`src/adcsf_pkg.sv`:
```
// package: constants for the converter status-flag block
`default_nettype none
package adcsf_pkg;
   localparam int unsigned ADCSF_NUM_CH = 8;
   // register offsets (byte addresses, one word each)
   localparam logic [7:0] ADCSF_OFF_CTRL = 8'h00;
   localparam logic [7:0] ADCSF_OFF_MODE = 8'h04;
   localparam logic [7:0] ADCSF_OFF_CHEN = 8'h10;
   localparam logic [7:0] ADCSF_OFF_CHDIS = 8'h14;
   localparam logic [7:0] ADCSF_OFF_CHSR = 8'h18;
   localparam logic [7:0] ADCSF_OFF_STATUS = 8'h1C;
   localparam logic [7:0] ADCSF_OFF_LAST = 8'h20;
   localparam logic [7:0] ADCSF_OFF_INT_STAT = 8'h24;
   localparam logic [7:0] ADCSF_OFF_INT_MASK = 8'h28;
   localparam logic [7:0] ADCSF_OFF_RESULT0 = 8'h30;
   // field positions
   localparam int unsigned ADCSF_CTRL_START_BIT = 1;
   localparam int unsigned ADCSF_MODE_SLEEP_BIT = 5;
   localparam int unsigned ADCSF_ST_OVR_LSB = 8;
   localparam int unsigned ADCSF_ST_READY_BIT = 16;
   localparam int unsigned ADCSF_ST_GOVR_BIT = 17;
   localparam int unsigned ADCSF_ST_SLEEP_BIT = 18;
   // interrupt status bits
   localparam int unsigned ADCSF_IRQ_READY = 0;
   localparam int unsigned ADCSF_IRQ_OVR = 1;
   localparam int unsigned ADCSF_IRQ_GOVR = 2;
   localparam int unsigned ADCSF_IRQ_W = 3;
   localparam logic [31:0] ADCSF_RST_WORD = 32'h0000_0000;
endpackage : adcsf_pkg
`default_nettype wire

```
`src/adcsf_top.sv`:
```
// status-flag logic of a converter control block
// How it works
// - reading a channel's result or the last-result register clears that channel's conversion-done flag.
// - a status read clears a channel overrun whose done flag is already clear, even beside a new completion.
// - a channel result read beside another channel's completion still sets global overrun when it is due.
// - disabling one channel beside a completion on another with its done flag set raises that overrun.
// - a status read beside a completion still clears or sets global overrun as the flags demand.
// - a channel result read clears only that channel's done flag, whatever else completes.
// - a channel disabled mid-conversion never gets its done flag raised.
// - sleep written while idle takes effect only after the next conversion completes.
// - result-ready clears only on a last-result read, never on a channel result read.
`timescale 1ns/1ps
`default_nettype none
module adcsf_top #(
   parameter int unsigned NUM_CH = adcsf_pkg::ADCSF_NUM_CH,
   parameter int unsigned RES_W = 10
) (
   input wire logic sys_clk,
   input wire logic rst_n,
   input wire logic [7:0] bus_addr,
   input wire logic [31:0] bus_wdata,
   input wire logic bus_wr,
   input wire logic bus_rd,
   output logic [31:0] bus_rdata,
   input wire logic core_done,
   input wire logic [2:0] core_ch,
   input wire logic [RES_W-1:0] core_data,
   input wire logic core_busy,
   output logic [NUM_CH-1:0] ch_enable,
   output logic start_pulse,
   output logic sleep_active,
   output logic irq
);
   localparam int unsigned CHW = $clog2(NUM_CH);

   logic [NUM_CH-1:0] chen_reg;
   logic [NUM_CH-1:0] done_reg;
   logic [NUM_CH-1:0] ovr_reg;
   logic [NUM_CH-1:0] running_dis_reg;
   logic ready_reg;
   logic govr_reg;
   logic [RES_W-1:0] result_reg [NUM_CH];
   logic [RES_W-1:0] last_reg;
   logic [CHW-1:0] last_ch_reg;
   logic sleep_req_reg;
   logic sleep_reg;
   logic start_reg;
   logic [adcsf_pkg::ADCSF_IRQ_W-1:0] istat_reg;
   logic [adcsf_pkg::ADCSF_IRQ_W-1:0] imask_reg;
   logic irq_reg;
   logic [31:0] rdata_reg;

   // decoded per-channel result-register hit
   function automatic logic res_hit(input logic [7:0] a, input int unsigned ch);
      res_hit = (a == 8'(adcsf_pkg::ADCSF_OFF_RESULT0 + 8'(ch * 4)));
   endfunction : res_hit

   logic rd_status;
   logic rd_last;
   logic wr_ctrl;
   logic wr_mode;
   logic wr_chen;
   logic wr_chdis;
   logic [NUM_CH-1:0] rd_res;
   logic [NUM_CH-1:0] done_ev;
   logic [NUM_CH-1:0] dis_now;
   logic store;
   logic any_ovr_ev;
   logic govr_ev;

   assign rd_status = bus_rd && bus_addr == adcsf_pkg::ADCSF_OFF_STATUS;
   assign rd_last = bus_rd && bus_addr == adcsf_pkg::ADCSF_OFF_LAST;
   assign wr_ctrl = bus_wr && bus_addr == adcsf_pkg::ADCSF_OFF_CTRL;
   assign wr_mode = bus_wr && bus_addr == adcsf_pkg::ADCSF_OFF_MODE;
   assign wr_chen = bus_wr && bus_addr == adcsf_pkg::ADCSF_OFF_CHEN;
   assign wr_chdis = bus_wr && bus_addr == adcsf_pkg::ADCSF_OFF_CHDIS;
   assign dis_now = wr_chdis ? bus_wdata[NUM_CH-1:0] : '0;

   genvar g;
   generate
      for (g = 0; g < NUM_CH; g++) begin : g_ch
         assign rd_res[g] = bus_rd && res_hit(bus_addr, g);
         // completion counts only for a channel still enabled at its end
         assign done_ev[g] = core_done && core_ch == 3'(g) && chen_reg[g] && !running_dis_reg[g];
      end
   endgenerate

   assign store = |done_ev;
   assign any_ovr_ev = |(done_ev & done_reg);
   // previous last result unread; reads or disables elsewhere do not mask it
   assign govr_ev = store && ready_reg;

   // events feeding the interrupt status bits
   logic [adcsf_pkg::ADCSF_IRQ_W-1:0] irq_ev;
   assign irq_ev[adcsf_pkg::ADCSF_IRQ_READY] = store;
   assign irq_ev[adcsf_pkg::ADCSF_IRQ_OVR] = any_ovr_ev;
   assign irq_ev[adcsf_pkg::ADCSF_IRQ_GOVR] = govr_ev;

   // channel enables; a channel dropped mid-conversion is remembered
   always_ff @(posedge sys_clk) begin
      if (!rst_n) begin
         chen_reg <= '0;
         running_dis_reg <= '0;
      end else begin
         chen_reg <= (chen_reg | (wr_chen ? bus_wdata[NUM_CH-1:0] : '0)) & ~dis_now;
         for (int i = 0; i < NUM_CH; i++) begin
            if (core_done && core_ch == 3'(i))
               running_dis_reg[i] <= 1'b0;
            else if (dis_now[i] && core_busy && core_ch == 3'(i))
               running_dis_reg[i] <= 1'b1;
         end
      end
   end

   // per-channel done and overrun flags; set wins over clear
   always_ff @(posedge sys_clk) begin
      if (!rst_n) begin
         done_reg <= '0;
         ovr_reg <= '0;
      end else begin
         for (int i = 0; i < NUM_CH; i++) begin
            if (done_ev[i])
               done_reg[i] <= 1'b1;
            else if (rd_res[i] || (rd_last && last_ch_reg == CHW'(i)))
               done_reg[i] <= 1'b0; // only the addressed channel
            if (done_ev[i] && done_reg[i])
               ovr_reg[i] <= 1'b1; // also beside a disable elsewhere
            else if (rd_status && !done_reg[i])
               ovr_reg[i] <= 1'b0;
         end
      end
   end

   // result-ready and global overrun
   always_ff @(posedge sys_clk) begin
      if (!rst_n) begin
         ready_reg <= 1'b0;
         govr_reg <= 1'b0;
      end else begin
         if (store)
            ready_reg <= 1'b1;
         else if (rd_last)
            ready_reg <= 1'b0; // channel reads leave it alone
         if (govr_ev)
            govr_reg <= 1'b1;
         else if (rd_status)
            govr_reg <= 1'b0; // a read beside a completion clears unless ready_reg is also set
      end
   end

   // result storage
   always_ff @(posedge sys_clk) begin
      if (!rst_n) begin
         last_reg <= '0;
         last_ch_reg <= '0;
         for (int i = 0; i < NUM_CH; i++)
            result_reg[i] <= '0;
      end else if (store) begin
         last_reg <= core_data;
         last_ch_reg <= CHW'(core_ch);
         result_reg[core_ch[CHW-1:0]] <= core_data;
      end
   end

   // deferred sleep: armed by mode write, entered at the next completion
   always_ff @(posedge sys_clk) begin
      if (!rst_n) begin
         sleep_req_reg <= 1'b0;
         sleep_reg <= 1'b0;
         start_reg <= 1'b0;
      end else begin
         start_reg <= wr_ctrl && bus_wdata[adcsf_pkg::ADCSF_CTRL_START_BIT] && !sleep_reg;
         if (wr_mode)
            sleep_req_reg <= bus_wdata[adcsf_pkg::ADCSF_MODE_SLEEP_BIT];
         if (wr_mode && !bus_wdata[adcsf_pkg::ADCSF_MODE_SLEEP_BIT])
            sleep_reg <= 1'b0;
         else if (core_done && sleep_req_reg)
            sleep_reg <= 1'b1; // never while idle, only after a conversion
         else if (wr_ctrl && bus_wdata[adcsf_pkg::ADCSF_CTRL_START_BIT])
            sleep_reg <= 1'b0; // wake for the requested conversion
      end
   end

   // interrupt status, write-one-to-clear, set wins
   always_ff @(posedge sys_clk) begin
      if (!rst_n) begin
         istat_reg <= '0;
         imask_reg <= '0;
         irq_reg <= 1'b0;
      end else begin
         for (int i = 0; i < adcsf_pkg::ADCSF_IRQ_W; i++) begin
            if (irq_ev[i])
               istat_reg[i] <= 1'b1;
            else if (bus_wr && bus_addr == adcsf_pkg::ADCSF_OFF_INT_STAT && bus_wdata[i])
               istat_reg[i] <= 1'b0;
         end
         if (bus_wr && bus_addr == adcsf_pkg::ADCSF_OFF_INT_MASK)
            imask_reg <= bus_wdata[adcsf_pkg::ADCSF_IRQ_W-1:0];
         irq_reg <= |(istat_reg & imask_reg);
      end
   end

   // read data, one cycle after the strobe; unmapped reads zero
   always_ff @(posedge sys_clk) begin
      if (!rst_n) begin
         rdata_reg <= adcsf_pkg::ADCSF_RST_WORD;
      end else if (bus_rd) begin
         rdata_reg <= '0;
         case (bus_addr)
            adcsf_pkg::ADCSF_OFF_MODE:
               rdata_reg[adcsf_pkg::ADCSF_MODE_SLEEP_BIT] <= sleep_req_reg;
            adcsf_pkg::ADCSF_OFF_CHSR: rdata_reg[NUM_CH-1:0] <= chen_reg;
            adcsf_pkg::ADCSF_OFF_STATUS: begin
               rdata_reg[NUM_CH-1:0] <= done_reg;
               rdata_reg[adcsf_pkg::ADCSF_ST_OVR_LSB +: NUM_CH] <= ovr_reg;
               rdata_reg[adcsf_pkg::ADCSF_ST_READY_BIT] <= ready_reg;
               rdata_reg[adcsf_pkg::ADCSF_ST_GOVR_BIT] <= govr_reg;
               rdata_reg[adcsf_pkg::ADCSF_ST_SLEEP_BIT] <= sleep_reg;
            end
            adcsf_pkg::ADCSF_OFF_LAST: rdata_reg[RES_W-1:0] <= last_reg;
            adcsf_pkg::ADCSF_OFF_INT_STAT: rdata_reg[adcsf_pkg::ADCSF_IRQ_W-1:0] <= istat_reg;
            adcsf_pkg::ADCSF_OFF_INT_MASK: rdata_reg[adcsf_pkg::ADCSF_IRQ_W-1:0] <= imask_reg;
            default: begin
               for (int i = 0; i < NUM_CH; i++)
                  if (res_hit(bus_addr, i))
                     rdata_reg[RES_W-1:0] <= result_reg[i];
            end
         endcase
      end else begin
         rdata_reg <= '0;
      end
   end

   assign bus_rdata = rdata_reg;
   assign ch_enable = chen_reg;
   assign start_pulse = start_reg;
   assign sleep_active = sleep_reg;
   assign irq = irq_reg;

   // per-channel flag checks, so no channel is left unwatched
   genvar c;
   generate
      for (c = 0; c < NUM_CH; c++) begin : g_chk

      end
   endgenerate
endmodule : adcsf_top
`default_nettype wire

```
`config.mk`:
```
export PLATFORM = sky130hd
export DESIGN_NAME = adcsf_top
export DESIGN_NICKNAME = d
export VERILOG_FILES = /design/src/adcsf_pkg.sv /design/src/adcsf_top.sv
export SDC_FILE = /design/constraint.sdc
export NUM_CORES = 1
export LEC_CHECK = 0
export BUFFER_PORTS_ARGS = -buffer_cell sky130_fd_sc_hd__buf_2
export CORE_MARGIN = 2
export CORE_UTILIZATION = 57
export DETAILED_ROUTE_END_ITERATION = 10
export GPL_ROUTABILITY_DRIVEN = 0
export GPL_TIMING_DRIVEN = 1
export PLACE_DENSITY_LB_ADDON = 0.05
export SLEW_MARGIN = 10
export SYNTH_ARGS = -nofsm -noshare
export SYNTH_HDL_FRONTEND = slang
export SYNTH_SLANG_ARGS = --single-unit
export TNS_END_PERCENT = 1
```
`constraint.sdc`:
```
create_clock -name sys_clk -period 2.8 [get_ports sys_clk]
set_input_delay 0.7 -clock sys_clk [delete_from_list [all_inputs] [get_ports sys_clk]]
set_output_delay 0.7 -clock sys_clk [all_outputs]
set_load 0.05 [all_outputs]
```
==> results of run 1 <==
critical path, cell delays in order:
cell       delay, ns
buf_2           0.15
nor2_2          0.24
nor4bb_2        0.67
nor4_2          0.24
a2111oi_2       0.35
buf_4           0.20
and2_1          0.12
path summary, 6_finish.rpt:
kind,start,cells after the start,endpoint
min reg2reg,last_reg[5]$_SDFFE_PN0N_,2,last_reg[5]$_SDFFE_PN0N_
min,last_reg[5]$_SDFFE_PN0N_,2,last_reg[5]$_SDFFE_PN0N_
max,core_ch[0],7,result_reg[0][6]$_SDFFCE_PN0P_
max reg2reg,ch_enable[2]$_SDFF_PN0_,6,result_reg[0][6]$_SDFFCE_PN0P_
area by class of cell:
cell class                      count  area share [%]
Multi-Input combinational cell    491           35.48
Inverter                            8          0.3532
Timing Repair Buffer              115           8.859
Clock buffer                       17           5.004
Tap cell                          172           2.531
Clock inverter                     15           1.619
Sequential cell                   156           46.15
cells in the mapped netlist, types with 3 or more instances:
cell type,n,area (sq um)
nor4b_1,4,35.03
a21oi_1,16,80.08
nand2_1,90,337.8
a21boi_0,10,75.07
and2_1,31,193.9
clkbuf_1,17,63.81
inv_1,8,30.03
o22ai_1,13,81.33
edfxtp_1,80,2402
buf_4,19,142.6
mux4_2,10,225.2
nand3_1,18,90.09
nand4_1,4,25.02
o21a_1,4,30.03
buf_2,7,35.03
nor2_1,84,315.3
a31oi_1,13,81.33
nor2b_1,13,81.33
a22oi_1,6,45.04
or4_1,3,22.52
nor4_2,4,50.05
a211oi_1,4,30.03
nor4_1,7,43.79
o21ai_0,40,200.2
dfxtp_1,76,1521
o21ai_2,3,26.28
nor3b_1,3,22.52
and3_1,14,87.58
o211ai_1,3,22.52
o31ai_1,3,22.52
nand2b_1,11,68.82
mux2i_1,24,240.2
mux2_2,9,101.4
buf_1,3,11.26
per-stage QoR:
stage | instance area [sq um] | power (uW)
after floorplan | 7246 | 2708
after global placement | 7939 | 2831
after detailed placement | 7939 | 2839
after CTS | 8502 | 5017
after global routing | 8502 | 5151
final | 8502 | 5007
cell families after synthesis:
logic type / after synthesis / share of synthesized area, %
AOI/OAI and AO/OA: 136 / 12.41
buffers and inverters: 56 / 4.240
muxes: 43 / 7.872
DFF: 156 / 54.49
and+or+nand+nor: 299 / 20.94
other: 1 / 0.05208
metal layers:
metal | share of wire, % | vias up
met2 | 46 | 245
met5 | 0 | -
li1 | - | 2684
met1 | 43 | 2798
met4 | 2.4 | 0
met3 | 7.9 | 38
where the power goes:
group	internal (uW)	total [uW]	switching [uW]
clock	1240	2210	975
sequential	2430	2450	11.5
combinational	108	350	241
==> results.md, run 1 <==
- Status: completed
- Startpoint Class: input port
- Area occupied by multi-input gates: 0.003017 sq mm
- Cells after synthesis: 691
- Share of layout cells above drive strength 1: 22.94%
- DPL Wire Length: 14010 um
- Seq/Total Area, Yosys: 54.49%
- Clock transition at path regs: 0.06 ns
- Met2 usage: 46.86%
- DRC: 0
- Placed Cells: 942
- Vias in the first global route: 5477
- Non-filler instance count after layout: 974
- CTS tree: yes
- Met3 Track Usage GR: 7.161%
- Highest clock rate: 422.7 MHz
- Number of flip-flops in the largest register: 80
- Unrepaired setup endpoints after global routing: false
- Worst-path fanout max: 8
- Clk Tree Root Cell: clkbuf_16
- Die height: 116.4 um
- Crit. End Element: register
- Synth warn: 0
- Clk sinks: 156
- Fillers: 956
- Total Routed Length: 19820 um
- Num CTS Buffers: 17
- Kind of critical path: input port to register
- Die Width: 116.4 um
- Number of max-cap violations: 0
- Fin. Hold Viols: 0
- Max Slew Vio Count: 0
- Cell area after synthesis: 0.007201 sq mm
- Total Die Area: 0.01355 sq mm
- Most frequent cells in the layout: nand2_1 (90), nor2_1 (84), edfxtp_1 (80), dfxtp_1 (76), buf_2 (64)
- Gr busiest metal: met2
- IO buf count: 64
- Clock latency at the later pin of the worst-skew pair: 0.44 ns
- First-pass GRT wire length: 30450 um
- Number of diodes: 0
- Final Critical Period: 2.366 ns
- Peak supply drop: 0.0004587 V
- Final Worst Setup Slack: 0.4340 ns
- Sequential Area: 0.003924 sq mm
- Total grt overflow: 0
- Final setup vio count: 0
- Static leakage: 0.003328 uW
- Worst Path Arrival: 2.67 ns
- Via density: 5.919
- Skew final: 0.006756 ns
- Number of setup buffers added after CTS: 0
- Antenna-violating nets left: 0
- Detailed Routing Iterations Pass 1: 5
- Most common cell after layout, fill and taps aside: nand2_1
- Rows: 41
- Core ar.: 0.01247 sq mm
- Final nets: 848
- Routing usage on met1: 44.10%
- Place WS: 0.04901 ns
- Largest net degree at the start of global routing: 30
- Hold Crit Class: register to register
- Power Dens Cells: 588.9 mW/mm^2
- Total of cells resized after clock tree synthesis: 0
- Worst path required time: 3.11 ns
- Synth cell types: 62
- Post-CTS Hold Buffers: 0
- Slew HR: 49.19%
- Tcrit/Tclk final: 84.50%
- Worst-margin pin slew: 0.7514 ns
- Initial antenna violation count: 0
- Number of synthesized flops with an enable pin: 80
- Vias: 5765
- Setup TNS: 0 ns
- GRT Overall Usage: 31.05%
- # H-tree levels: 4
- R2r setup slk: 0.59 ns
- Initial Util: 57.76%
- Wire per inst: 20.34 um
- Register bit total from synthesis: 156
- Avg Inst Size Synth: 10.42 sq um
- DR iter-0 viols: 618
- Clock Path Buffers: 2
- Top_reg_cell synth: edfxtp_1
- Ports: 102
- Layout Utilization: 68.20%
- Area Growth Syn to Fin: 18.07%
- Worst hold slack: 0.4662 ns
- Async SR Flop Fraction: 0%
(Power assumes the default switching activity.)
==> run 2, diff against run 1 <==
clock period = 2.2 ns   (was 2.8 ns; I/O delays follow)
==> results.md, run 2 (same netlist as run 1, synthesis figures left out) <==
- Final Cell Area: 0.008946 sq mm (+5.2%)
- CTS tree: yes
- Vias in the first global route: 5736 (+4.7%)
- Share of layout cells above drive strength 1: 25.88% (+2.9 points)
- Max Slew Vio Count: 0 (unchanged)
- Wire per inst: 20.42 um (+0.39%)
- Hold Crit Class: input port to register
- Comb pwr share: 7.4% (+0.4 points)
- Initial Util: 57.76% (unchanged)
- Worst Path Arrival: 2.35 ns (-0.32 ns)
- Worst path required time: 2.38 ns (-0.73 ns)
- Vias: 5962 (+3.4%)
- Clk sinks: 156 (unchanged)
- DR iter-0 viols: 592 (-4.2%)
- Status: completed
- Psw: 1530 uW (+25%)
- Clk network pwr share: 46.1% (+1.9 points)
- Total grt overflow: 0 (unchanged)
- Internal: 5168 uW (+37%)
- Slew HR: 61.31% (+12 points)
- Skew final: 0.004838 ns (-0.001919 ns)
- Static leakage: 0.003533 uW (+6.2%)
- Flop pwr share: 46.5% (-2.4 points)
- Crit path launch: ch_enable[2]$_SDFF_PN0_
- Routing usage on met1: 43.81% (-0.29 points)
- Worst-path fanout max: 13 (+5)
- Power Dens Cells: 748.8 mW/mm^2 (+27%)
- Total Routed Length: 20400 um (+3.0%)
- Worst r2r src: ch_enable[2]$_SDFF_PN0_
- Worst-margin pin slew: 0.5750 ns (-0.1763 ns)
- Largest net degree at the start of global routing: 23 (-23%)
- Final Critical Period: 2.165 ns
- Met2 usage: 47.75% (+0.89 points)
- GRT Overall Usage: 31.47% (+0.42 points)
- Rows: 41 (unchanged)
- Clock transition at path regs: 0.06 ns (about the same)
- # H-tree levels: 4 (unchanged)
- Final Worst Setup Slack: 0.03469 ns (-0.3993 ns)
- Post-CTS Hold Buffers: 0 (unchanged)
- Kind of critical path: register to register
- Layout Utilization: 71.77% (+3.6 points)
- Net Sw Frac: 22.85% (-1.7 points)
- Hold Crit Start: bus_wdata[6]
- DRC: 0 (unchanged)
- Met3 Track Usage GR: 7.369% (+0.21 points)
- Gr busiest metal: met2
- Peak supply drop: 0.0006252 V (+36%)
- Fillers: 928 (-2.9%)
- Final setup vio count: 0 (unchanged)
- Via density: 5.968 (+0.83%)
- Place WS: -0.4285 ns (-0.4775 ns)
- Tcrit/Tclk final: 98.42%
- Post-DP Area: 0.008265 sq mm (+4.1%)
- Number of diodes: 0 (unchanged)
- Die height: 116.4 um (unchanged)
- Total Power: 6699 uW (+34%)
- Fin. Hold Viols: 0 (unchanged)
- First-pass GRT wire length: 31150 um (+2.3%)
- Number of flip-flops in the largest register: 80 (unchanged)
- Final nets: 873 (+2.9%)
- Setup TNS: 0 ns (unchanged)
- Number of max-cap violations: 0 (unchanged)
- Most frequent cells in the layout: nand2_1 (89), nor2_1 (84), edfxtp_1 (80), dfxtp_1 (76), buf_2 (64)
- Ports: 102 (unchanged)
- Total Die Area: 0.01355 sq mm (unchanged)
- Clk Tree Root Cell: clkbuf_16
- Highest clock rate: 461.8 MHz
- Crit. End Element: register
- Detailed Routing Iterations Pass 1: 5 (unchanged)
- Area Growth Syn to Fin: 24.24%
- Clock latency at the later pin of the worst-skew pair: 0.43 ns (about the same)
- Core ar.: 0.01247 sq mm (unchanged)
- Die Width: 116.4 um (unchanged)
- DPL Wire Length: 14350 um (+2.4%)
- IO buf count: 64 (unchanged)
- Clock Path Buffers: 2 (unchanged)
- Antenna-violating nets left: 0 (unchanged)
- Initial antenna violation count: 0 (unchanged)
- Num CTS Buffers: 17 (unchanged)
- Startpoint Class: register
- Most common cell after layout, fill and taps aside: nand2_1
[run 2: cell types whose count changed in the layout (fill, tap and decap cells not counted), moves of 2 or more]
cell        before  now
inv_6            6    2
buf_12           4   13
nor4_4           0    2
clkinvlp_4       1    3
bufinv_16        1    4
nor4_1           7    5
buf_4           47   63
[run 2: layout make-up]
type                            count  area [sq um]  share of cell area (%)
Sequential cell                   156          3924                   43.86
Multi-Input combinational cell    491          3102                   34.67
Timing Repair Buffer              140          1054                   11.78
Clock buffer                       17         425.4                   4.755
Tap cell                          172         215.2                   2.406
Clock inverter                     15         196.4                   2.196
Inverter                            8         30.03                  0.3357
[run 2: path summary, 6_finish.rpt]
path	slack, ns	end	cells after the start
max reg2reg	0.03	result_reg[7][2]$_SDFFCE_PN0P_	9
min	0.38	ch_enable[6]$_SDFF_PN0_	3
max	0.03	result_reg[7][2]$_SDFFCE_PN0P_	9
min reg2reg	0.47	last_reg[5]$_SDFFE_PN0N_	2
[run 2: metrics by stage]
stage | std cells | hold WS, ns
2_1_floorplan | 703 | 0.4296
3_3_place_gp | 967 | 0.4465
3_5_place_dp | 967 | 0.4526
4_1_cts | 999 | 0.3781
5_1_grt | 999 | 0.4133
6_report | 999 | 0.3830
[run 2: critical path, cell delays in order, from the launching register on]
cell and delay (ns):
dfxtp_1 0.32, inv_1 0.07, nor4_1 0.08, buf_4 0.16, buf_4 0.13, or4_1 0.57
buf_4 0.18, o21ai_2 0.18, buf_12 0.17, nor2_1 0.06
[run 2: power groups by stage]
| stage | registers (uW) | clock network [uW] | logic, uW |
|---|---|---|---|
| detailed placement | 3180 | 0 | 482 |
| global route | 3120 | 3220 | 527 |
| floorplan | 3170 | 0 | 281 |
| CTS | 3110 | 3110 | 485 |
| finish | 3110 | 3090 | 496 |
| global placement | 3170 | 0 | 477 |
[run 2: per-layer routing]
metal,routed length [um],share of wire [%]
met4,595,2.9
met3,1918,9.4
met5,0,0
met2,9349,46
met1,8540,42
[run 2: timing repair]
item / CTS / global route
gates resized for setup: 0 / 7
buffers inserted: 0 / 0
setup endpoints to repair: 0 / 14
